File: src/hcd_pkg.sv
package hcd_pkg;

  // ****************************************
  // Clock and oscillator
  // ****************************************
  localparam int CLK_HZ = 20_000_000;
  localparam int CLK_MHZ = CLK_HZ / 1_000_000;
  localparam int OSC_HZ = 1_600_000;
  localparam int OSC_DIV = CLK_HZ / OSC_HZ;
  localparam logic [3:0] OSC_DIV_LAST = 4'(OSC_DIV - 1);

  // ****************************************
  // Chop period and decay timing
  // ****************************************
  localparam int CHOP_DIV = 16;
  localparam logic [3:0] CHOP_LAST = 4'(CHOP_DIV - 1);
  localparam int MIX_PERMILLE = 375;
  localparam logic [3:0] MIX_POINT = 4'((CHOP_DIV * MIX_PERMILLE) / 1000);
  localparam int BLANK_NS = 400;
  localparam int BLANK_CYCLES = (BLANK_NS * CLK_MHZ) / 1000;

  // ****************************************
  // Register map
  // ****************************************
  localparam logic [4:0] REG_CTRL = 5'h00;
  localparam logic [4:0] REG_STATUS = 5'h04;
  localparam logic [4:0] REG_IRQ_STAT = 5'h08;
  localparam logic [4:0] REG_IRQ_EN = 5'h0c;
  localparam logic [4:0] REG_IRQ_CLR = 5'h10;
  localparam logic [1:0] CTRL_RESET = 2'h3;
  localparam logic [3:0] IRQ_EN_RESET = 4'h0;
  localparam int IRQ_THERMAL = 0;
  localparam int IRQ_OVERCURRENT = 1;
  localparam int IRQ_HIT_A = 2;
  localparam int IRQ_HIT_B = 3;
  localparam logic [1:0] RESP_OKAY = 2'h0;
  localparam logic [1:0] RESP_DECERR = 2'h3;

  // ****************************************
  // Bridge modes
  // ****************************************
  typedef enum logic [1:0] {
    HCD_OFF = 2'h0,
    HCD_CHARGE = 2'h1,
    HCD_SLOW = 2'h3,
    HCD_FAST = 2'h2
  } hcd_mode_t;

  // Switch pattern {high_side_one, low_side_one, high_side_two, low_side_two}
  function automatic logic [3:0] hcd_bridge(input hcd_mode_t mode, input logic phase);
    logic [3:0] sw;
    sw = 4'h0;
    unique case (mode)
      HCD_CHARGE: sw = phase ? 4'h9 : 4'h6;
      HCD_SLOW: sw = 4'h5;
      HCD_FAST: sw = phase ? 4'h6 : 4'h9;
      HCD_OFF: sw = 4'h0;
    endcase
    return sw;
  endfunction

endpackage

File: src/hcd_top.sv
// Design decisions made here: the register addresses and the AXI4-Lite slave port.
`timescale 1ns/100ps
`default_nettype none
module hcd_top import hcd_pkg::*; #(
  parameter int OSC_DIVIDE = OSC_DIV,
  parameter int BLANK_CYC = BLANK_CYCLES
) (
  input wire logic ref_clk_i,
  input wire logic reset_n_i,
  input wire logic [4:0] s_axi_awaddr_i,
  input wire logic s_axi_awvalid_i,
  output logic s_axi_awready_o,
  input wire logic [31:0] s_axi_wdata_i,
  input wire logic [3:0] s_axi_wstrb_i,
  input wire logic s_axi_wvalid_i,
  output logic s_axi_wready_o,
  output logic [1:0] s_axi_bresp_o,
  output logic s_axi_bvalid_o,
  input wire logic s_axi_bready_i,
  input wire logic [4:0] s_axi_araddr_i,
  input wire logic s_axi_arvalid_i,
  output logic s_axi_arready_o,
  output logic [31:0] s_axi_rdata_o,
  output logic [1:0] s_axi_rresp_o,
  output logic s_axi_rvalid_o,
  input wire logic s_axi_rready_i,
  input wire logic standby_n_i,
  input wire logic thermal_trip_i,
  input wire logic overcurrent_trip_i,
  input wire logic [1:0] phase_i,
  input wire logic [1:0] current_limit_threshold_i,
  output logic [1:0] high_side_one_o,
  output logic [1:0] low_side_one_o,
  output logic [1:0] high_side_two_o,
  output logic [1:0] low_side_two_o,
  output logic irq_o
);

  logic [1:0] ctrl_reg;
  logic [3:0] irq_stat_reg;
  logic [3:0] irq_en_reg;
  logic thermal_reg;
  logic overcurrent_reg;
  logic [3:0] osc_cnt_reg;
  logic osc_tick_reg;
  logic [4:0] aw_addr_reg;
  logic [31:0] w_data_reg;
  logic [3:0] w_strb_reg;
  logic [1:0] hit;
  logic [1:0] run;
  logic [1:0] mode [2];
  logic aw_have;
  logic w_have;
  logic wr_fire;
  logic [3:0] irq_clr;
  logic [3:0] irq_set;

  // ****************************************
  // Helpers
  // ****************************************
  function automatic logic known_addr(input logic [4:0] addr);
    return addr == REG_CTRL || addr == REG_STATUS || addr == REG_IRQ_STAT ||
           addr == REG_IRQ_EN || addr == REG_IRQ_CLR;
  endfunction

  function automatic logic [3:0] low_nibble(input logic [31:0] data, input logic [3:0] strb);
    return strb[0] ? data[3:0] : 4'h0;
  endfunction

  // ****************************************
  // Oscillator divider
  // ****************************************
  always_ff @(posedge ref_clk_i) begin
    if (!reset_n_i || !standby_n_i) begin
      osc_cnt_reg <= 4'h0;
      osc_tick_reg <= 1'b0;
    end else if (osc_cnt_reg == 4'(OSC_DIVIDE - 1)) begin
      osc_cnt_reg <= 4'h0;
      osc_tick_reg <= 1'b1;
    end else begin
      osc_cnt_reg <= osc_cnt_reg + 4'h1;
      osc_tick_reg <= 1'b0;
    end
  end

  // ****************************************
  // Fault latches
  // ****************************************
  always_ff @(posedge ref_clk_i) begin
    if (!reset_n_i) begin
      thermal_reg <= 1'b0;
      overcurrent_reg <= 1'b0;
    end else begin
      if (thermal_trip_i) begin
        thermal_reg <= 1'b1;
      end else if (!standby_n_i) begin
        thermal_reg <= 1'b0;
      end
      if (overcurrent_trip_i) begin
        overcurrent_reg <= 1'b1;
      end else if (!standby_n_i) begin
        overcurrent_reg <= 1'b0;
      end
    end
  end

  // ****************************************
  // Channels
  // ****************************************
  for (genvar ch = 0; ch < 2; ch++) begin : g_chan
    // Run only when awake, fault free and enabled
    assign run[ch] = standby_n_i && !thermal_reg && !overcurrent_reg && ctrl_reg[ch];

    hcd_chop_chan #(
      .BLANK_CYC(BLANK_CYC)
    ) u_chan (
      .ref_clk_i(ref_clk_i),
      .reset_n_i(reset_n_i),
      .run_i(run[ch]),
      .osc_tick_i(osc_tick_reg),
      .phase_i(phase_i[ch]),
      .cur_hit_i(current_limit_threshold_i[ch]),
      .high_side_one_o(high_side_one_o[ch]),
      .low_side_one_o(low_side_one_o[ch]),
      .high_side_two_o(high_side_two_o[ch]),
      .low_side_two_o(low_side_two_o[ch]),
      .hit_o(hit[ch]),
      .mode_o(mode[ch])
    );
  end

  // ****************************************
  // Write channel
  // ****************************************
  assign aw_have = !s_axi_awready_o && !s_axi_bvalid_o;
  assign w_have = !s_axi_wready_o && !s_axi_bvalid_o;
  assign wr_fire = aw_have && w_have;

  always_ff @(posedge ref_clk_i) begin
    if (!reset_n_i) begin
      s_axi_awready_o <= 1'b1;
      aw_addr_reg <= 5'h00;
    end else if (s_axi_awvalid_i && s_axi_awready_o) begin
      s_axi_awready_o <= 1'b0;
      aw_addr_reg <= s_axi_awaddr_i;
    end else if (s_axi_bvalid_o && s_axi_bready_i) begin
      s_axi_awready_o <= 1'b1;
    end
  end

  always_ff @(posedge ref_clk_i) begin
    if (!reset_n_i) begin
      s_axi_wready_o <= 1'b1;
      w_data_reg <= 32'h0;
      w_strb_reg <= 4'h0;
    end else if (s_axi_wvalid_i && s_axi_wready_o) begin
      s_axi_wready_o <= 1'b0;
      w_data_reg <= s_axi_wdata_i;
      w_strb_reg <= s_axi_wstrb_i;
    end else if (s_axi_bvalid_o && s_axi_bready_i) begin
      s_axi_wready_o <= 1'b1;
    end
  end

  always_ff @(posedge ref_clk_i) begin
    if (!reset_n_i) begin
      s_axi_bvalid_o <= 1'b0;
      s_axi_bresp_o <= RESP_OKAY;
    end else if (wr_fire) begin
      s_axi_bvalid_o <= 1'b1;
      s_axi_bresp_o <= known_addr(aw_addr_reg) ? RESP_OKAY : RESP_DECERR;
    end else if (s_axi_bvalid_o && s_axi_bready_i) begin
      s_axi_bvalid_o <= 1'b0;
    end
  end

  // ****************************************
  // Control registers
  // ****************************************
  always_ff @(posedge ref_clk_i) begin
    if (!reset_n_i) begin
      ctrl_reg <= CTRL_RESET;
      irq_en_reg <= IRQ_EN_RESET;
    end else if (wr_fire && w_strb_reg[0]) begin
      if (aw_addr_reg == REG_CTRL) begin
        ctrl_reg <= w_data_reg[1:0];
      end
      if (aw_addr_reg == REG_IRQ_EN) begin
        irq_en_reg <= w_data_reg[3:0];
      end
    end
  end

  // ****************************************
  // Interrupt status
  // ****************************************
  assign irq_clr = (wr_fire && aw_addr_reg == REG_IRQ_CLR) ?
                   low_nibble(w_data_reg, w_strb_reg) : 4'h0;
  assign irq_set = {hit[1], hit[0], overcurrent_trip_i, thermal_trip_i};

  always_ff @(posedge ref_clk_i) begin
    if (!reset_n_i) begin
      irq_stat_reg <= 4'h0;
    end else begin
      irq_stat_reg <= (irq_stat_reg & ~irq_clr) | irq_set;
    end
  end

  always_ff @(posedge ref_clk_i) begin
    if (!reset_n_i) begin
      irq_o <= 1'b0;
    end else begin
      irq_o <= |(((irq_stat_reg & ~irq_clr) | irq_set) & irq_en_reg);
    end
  end

  // ****************************************
  // Read channel
  // ****************************************
  always_ff @(posedge ref_clk_i) begin
    if (!reset_n_i) begin
      s_axi_arready_o <= 1'b1;
      s_axi_rvalid_o <= 1'b0;
      s_axi_rdata_o <= 32'h0;
      s_axi_rresp_o <= RESP_OKAY;
    end else if (s_axi_arvalid_i && s_axi_arready_o) begin
      s_axi_arready_o <= 1'b0;
      s_axi_rvalid_o <= 1'b1;
      s_axi_rresp_o <= known_addr(s_axi_araddr_i) ? RESP_OKAY : RESP_DECERR;
      unique case (s_axi_araddr_i)
        REG_CTRL: s_axi_rdata_o <= {30'h0, ctrl_reg};
        REG_STATUS: s_axi_rdata_o <= {25'h0, mode[1], mode[0], !standby_n_i,
                                      overcurrent_reg, thermal_reg};
        REG_IRQ_STAT: s_axi_rdata_o <= {28'h0, irq_stat_reg};
        REG_IRQ_EN: s_axi_rdata_o <= {28'h0, irq_en_reg};
        default: s_axi_rdata_o <= 32'h0;
      endcase
    end else if (s_axi_rvalid_o && s_axi_rready_i) begin
      s_axi_arready_o <= 1'b1;
      s_axi_rvalid_o <= 1'b0;
    end
  end

endmodule
`default_nettype wire

File: src/hcd_chop_chan.sv
`timescale 1ns/100ps
`default_nettype none
module hcd_chop_chan import hcd_pkg::*; #(
  parameter int BLANK_CYC = BLANK_CYCLES
) (
  input wire logic ref_clk_i,
  input wire logic reset_n_i,
  input wire logic run_i,
  input wire logic osc_tick_i,
  input wire logic phase_i,
  input wire logic cur_hit_i,
  output logic high_side_one_o,
  output logic low_side_one_o,
  output logic high_side_two_o,
  output logic low_side_two_o,
  output logic hit_o,
  output logic [1:0] mode_o
);

  hcd_mode_t mode_reg;
  logic [3:0] cnt_reg;
  logic [3:0] blank_reg;
  logic period_end;
  logic [3:0] sw;

  assign period_end = osc_tick_i && (cnt_reg == CHOP_LAST);
  assign sw = hcd_bridge(mode_reg, phase_i);
  assign mode_o = mode_reg;

  // ****************************************
  // Oscillator cycle count and blanking
  // ****************************************
  always_ff @(posedge ref_clk_i) begin
    if (!reset_n_i || !run_i) begin
      cnt_reg <= 4'h0;
      blank_reg <= 4'h0;
    end else if (mode_reg == HCD_OFF || period_end) begin
      cnt_reg <= 4'h0;
      blank_reg <= 4'(BLANK_CYC);
    end else begin
      if (osc_tick_i) begin
        cnt_reg <= cnt_reg + 4'h1;
      end
      if (blank_reg != 4'h0) begin
        blank_reg <= blank_reg - 4'h1;
      end
    end
  end

  // ****************************************
  // Decay sequence
  // ****************************************
  always_ff @(posedge ref_clk_i) begin
    if (!reset_n_i || !run_i) begin
      mode_reg <= HCD_OFF;
      hit_o <= 1'b0;
    end else begin
      hit_o <= 1'b0;
      if (mode_reg == HCD_OFF || period_end) begin
        mode_reg <= HCD_CHARGE;
      end else begin
        unique case (mode_reg)
          HCD_CHARGE: begin
            if (blank_reg == 4'h0 && cur_hit_i) begin
              hit_o <= 1'b1;
              mode_reg <= (cnt_reg < MIX_POINT) ? HCD_SLOW : HCD_FAST;
            end
          end
          HCD_SLOW: begin
            if (osc_tick_i && cnt_reg == MIX_POINT - 4'h1) begin
              mode_reg <= HCD_FAST;
            end
          end
          HCD_FAST, HCD_OFF: begin
            mode_reg <= mode_reg;
          end
        endcase
      end
    end
  end

  // ****************************************
  // Switch drive
  // ****************************************
  always_ff @(posedge ref_clk_i) begin
    if (!reset_n_i || !run_i) begin
      {high_side_one_o, low_side_one_o, high_side_two_o, low_side_two_o} <= 4'h0;
    end else begin
      {high_side_one_o, low_side_one_o, high_side_two_o, low_side_two_o} <= sw;
    end
  end

endmodule
`default_nettype wire

File: config.mk
export PLATFORM = sky130hd
export DESIGN_NAME = hcd_top
export DESIGN_NICKNAME = d
export VERILOG_FILES = /design/src/hcd_pkg.sv /design/src/hcd_top.sv /design/src/hcd_chop_chan.sv
export SDC_FILE = /design/constraint.sdc
export NUM_CORES = 1
export LEC_CHECK = 0
export ABC_CLOCK_PERIOD_IN_PS = 4140
export BUFFER_PORTS_ARGS = -buffer_cell sky130_fd_sc_hd__buf_2
export CORE_ASPECT_RATIO = 0.7
export CORE_UTILIZATION = 45
export CTS_BUF_LIST = sky130_fd_sc_hd__clkbuf_8 sky130_fd_sc_hd__clkbuf_16
export DETAILED_ROUTE_END_ITERATION = 8
export MAX_ROUTING_LAYER = met4
export PLACE_DENSITY_LB_ADDON = 0.2
export SLEW_MARGIN = 5
export SYNTH_ARGS = -nofsm -noshare
export SYNTH_HDL_FRONTEND = slang
export SYNTH_SLANG_ARGS = --single-unit
File: constraint.sdc
create_clock -name ref_clk_i -period 4.14 [get_ports ref_clk_i]
set_input_delay 0.207 -clock ref_clk_i [delete_from_list [all_inputs] [get_ports ref_clk_i]]
set_output_delay 0.207 -clock ref_clk_i [all_outputs]
set_load 0.005 [all_outputs]
# Word level (Yosys, flattened, before mapping)
# Cells that the tools add are included.
# classes
reduce_logical	70
n_lt_le_gt_ge	2
muxes	40
bitwise	8
addsub	5
eq_ne	31
# op_table
cell	count
4-bit 2-to-1 mux	10
4-bit one-hot mux with 4 select lines	2
7-bit one-hot mux with 4 select lines	1
5-bit by 4-bit equality test with 1-bit output (second input constant)	4
1-bit logical AND	20
1-bit 2-to-1 mux	19
2-bit by 1-bit inequality test with 1-bit output (second input constant)	8
1-bit logical OR	13
4-bit by 1-bit adder with 4-bit output (second input constant)	3
4-bit equality test (second input constant)	3
2-bit 2-to-1 mux	6
3-bit by 1-bit inequality test with 1-bit output (second input constant)	4
3-bit AND reduction	4
2-bit nonzero test	6
5-bit by 3-bit equality test with 1-bit output (second input constant)	2
5-bit equality test (second input constant)	2
5-bit zero test	2
2-bit OR reduction	5
1-bit zero test	9
4-bit AND	2
2-bit equality test (second input constant)	4
4-bit by 3-bit equality test with 1-bit output (second input constant)	2
4-bit zero test	2
4-bit by 3-bit less-than comparator with 1-bit output (second input constant)	2
other kinds (11)	21
# word_totals
wordCells	195
register_bits	99

# Longest topological paths before layout
# depth
word_depth	10
mapped_depth	6

# Cells and area by module
# A second synthesis with hierarchy kept.
# unflattened
cells_unflattened	369
hier_area_um2	3398.3
# by_module_without_submodules
mod	area_each_um2	seq_area_each_um2	cells_each	instances
hcd_top	2004.4	840.8	221	1
hcd_chop_chan	696.9	300.3	74	2

# Worst setup path before layout
# Ideal clock, no wire load.
# synth_path
path_kind	register -> register
from	reg g_chan[0].u_chan.blank_reg[0]
to	reg g_chan[0].u_chan.mode_reg[0]
synth_period_minus_slack_ns	1.514
stages_incl_launch_ff	7
t_arrival_ns	1.388
n_path_buf	0
slack_ns	2.626
path_cell_list	dfxtp_1 inv_1 ha_1 nor3b_1 nand2_1 o221ai_1 a31oi_1
# synth_via
elab_chain_len	4
# synth_lines
item	line	rtl
start, declared	hcd_chop_chan.sv:22	logic [3:0] blank_reg;
start signal, assigned	hcd_chop_chan.sv:39	blank_reg <= 4'(BLANK_CYC);
start signal, assigned	hcd_chop_chan.sv:45	blank_reg <= blank_reg - 4'h1;
4-bit zero test	hcd_chop_chan.sv:64	if (blank_reg == 4'h0 && cur_hit_i) begin
1-bit logical AND	hcd_chop_chan.sv:64	
3-bit by 1-bit inequality test with 1-bit output (no line)	--	
3-bit AND reduction (no line)	--	
end signal, assigned	hcd_chop_chan.sv:66	mode_reg <= (cnt_reg < MIX_POINT) ? HCD_SLOW : HCD_FAST;
end signal, assigned	hcd_chop_chan.sv:75	mode_reg <= mode_reg;
end, declared	hcd_chop_chan.sv:20	hcd_mode_t mode_reg;
# Every way passes these cells.
# A chain may end at the register's enable or synchronous reset.

# Final worst setup path
# Same ends and word-level chain as after synthesis.

==> metrics.csv <==
metric,value,unit
starting density of the core,46.4,%
CP peak stage delay,0.53,ns
failing checks,design-rule violations,
leak pwr,1.56,nW
post-DR vias/cell,4.98,
Layout Cells excl Fill,520,
WS Path Type,flop to flop,
# port buffers,53,
fin area,0.00371,mm2
crit path launch type,flop,
instance area at placement,0.00355,mm2
Final min period,1.75,ns
TritonRoute pass-1 iters,7,
die area,0.00787,mm2
via count,2590,
Std-Cell Core Area,0.00729,mm2
Post-Place Setup Slack,2.29,ns
Net Sw Power,0.312,mW
RSZ-0062 raised after global routing,false,
I/O pin cnt,110,
Layout Nets,489,
cts bufs inserted,9,
CTS resizes,0,
Crit path buffers/inverters,1,
maximum vdd drop,0.170,mV
"flops & latches, synth",72,
Worst Setup SP,g_chan[0].u_chan.blank_reg[0],
Combinational Power Share,7.4,%
Slew Limit Headroom,56.9,%
Die Ht,74.5,um
clk_skew,0.0113,ns
Switching Fraction,24.0,%
Synth Cell Area,0.00338,mm2
fmax,0.573,GHz
Setup Buffers After CTS,0,
gr usage total,18.1,%
Slew Limit Fails,0,
crit-path cells,"inv_1, ha_1, nor3b_1, nand2_1, o221ai_1, a31oi_1",
layout cells sized above 1,19.9,%
CTS sink count,72,
PnR worst setup slack,2.39,ns
H-tree levels,3,
period utilisation layout,42.2,%
Yosys cell types,45,
class of the most critical hold timing path,input pin to flop,
n_diodes,0,
DR WL/cell,12.4,um
synth warn,0,
root buf cell,clkbuf_8,
clock power share,36.5,%
hold buffers post-CTS,0,
Sequential Power Share,56.1,%
Synth Flop Type,dfxtp_1,
GPL Wtd Cong,0.788,
largest net degree at the start of global routing,44,
area grow syn2layout,9.84,%
Mapped Avg Cell Area,8.97,um2
critical path's top delay family,simple AND/OR/NAND/NOR gates,
DRT iter0 DRCs,109,
final WL,6.47,mm
Post-Synthesis Cells,377,
Setup Viol. Count Final,0,
global-route wire length before repair,10.6,mm
Overflow after GRT,0,
final antenna-violating net count,0,
Power Density,350,mW/mm2
WP data required,4.36,ns
CP endpoint kind,flop,
sequential share of the synthesized area,42.6,%
hpwl dp,4.75,mm
Power Total,1.30,mW
die span in x,106,um
"Reg clk slew, reported paths",0.07,ns
Max Cap Viol,0,
CTS tree,done,
Max Root-Sink Buffers,2,
dpl cells,507,
antenna violations before repair,0,
RR Startpoint,g_chan[0].u_chan.blank_reg[0],
Hold Startpoint,s_axi_wdata_i[0],
slowest CP cell,nor3b_1,
DRC Markers,2,
# rows,26,
status,"finished, violations left",
Async SR Flop Fraction,0,%
vias in the first global route,2195,
Final Hold Fails,0,
clk_lat worst skew,0.34,ns
setup TNS,0,ns
Worst-Margin Slew,0.647,ns
Critical Path Fanout Max,5,
Post-synth EDFFs,0,
Pint,0.989,mW
"Data arrival, critical path",1.97,ns
## synth_stat cells, drive strengths merged, types with 3 or more instances
cell / count / area [um2]
a31oi: 9 / 56.3
ha: 9 / 113
o21a: 4 / 30.0
nand3b: 7 / 52.6
nand4: 5 / 31.3
buf: 37 / 275
nand2: 40 / 153
dfxtp: 72 / 1440
mux2i: 4 / 40.0
o21ai: 19 / 95.1
a32oi: 3 / 26.3
a31o: 4 / 35.0
nor2: 35 / 131
inv: 14 / 52.6
a22oi: 4 / 30.0
xor2: 5 / 43.8
nor3b: 3 / 22.5
nor3: 5 / 41.3
a21o: 4 / 30.0
nor4b: 3 / 45.0
nor2b: 15 / 93.8
clkbuf: 8 / 30.0
a21oi: 20 / 100
xnor2: 5 / 43.8
nand2b: 5 / 31.3
nand3: 5 / 35.0
a21boi: 11 / 82.6
## path summary, 6_finish.rpt
| path | to | slack, ns | cells past startpoint |
|---|---|---|---|
| setup / recovery | g_chan[0].u_chan.mode_o[0] | 2.39 | 6 |
| hold / removal | w_data_reg[0] | 0.12 | 3 |
| hold reg to reg | osc_cnt_reg[0] | 0.45 | 1 |
| setup reg to reg | g_chan[0].u_chan.mode_o[0] | 2.39 | 6 |
## cells by family after synthesis
logic type | count (synthesis) | share of synthesized area (%)
other | 1 | 0.111
AOI/OAI and AO/OA | 85 | 16.1
muxes | 8 | 3.18
xor gates and xnor gates | 10 | 2.59
adders and majority gates | 9 | 3.33
buffers and inverters | 59 | 10.6
DFF | 72 | 42.6
and+or+nand+nor | 133 | 21.5
## through the flow
stage | hold slack [ns] | util (%)
4_1_cts | 0.0996 | 51.0
6_report | 0.119 | 51.0
3_5_place_dp | 0.445 | 48.8
5_1_grt | 0.113 | 51.0
3_3_place_gp | 0.435 | 48.8
2_1_floorplan | 0.346 | -
## cell usage in the layout, fill, tap and decap left out, types with 11 or more instances in the layout
master	n
buf_2	53
inv_1	15
conb_1	25
nor2_1	35
nor2b_1	15
a21oi_1	20
o21ai_0	19
a21boi_0	11
nand2_1	39
dfxtp_1	72
clkbuf_8	11
## layer usage
layer  part of all wire (%)  vias up  track usage, %  wire length [um]
li1                       -     1330               -                 -
met1                     53     1195            24.2              3410
met2                     43       63            26.5              2790
met3                    4.0        2            4.73               257
met4                   0.26        0            6.48                17
met5                      0        -               -                 0
## area by class of cell
type                    instances  area, um2
clock inverters                 2       8.76
fillers                       699       3570
flip-flops and latches         72       1440
repair buffers                 53        265
inverters                      14       52.6
well taps                      98        123
clock buffers                  11        151
multi-input cells             270       1670
## power by group through the flow
stage                     combinational [mW]  clock, mW  sequential [mW]
after global routing                   0.110      0.515            0.732
after global placement                0.0942          0            0.744
final                                 0.0962      0.475            0.730
after CTS                             0.0966      0.487            0.730
after floorplan                       0.0801          0            0.739
after detailed placement              0.0967          0            0.745
## tightest hold or removal path, stage by stage
cell and delay [ns]:
buf_2 0.10, nand2_1 0.04, a21boi_0 0.06
(Power assumes the default switching activity.)
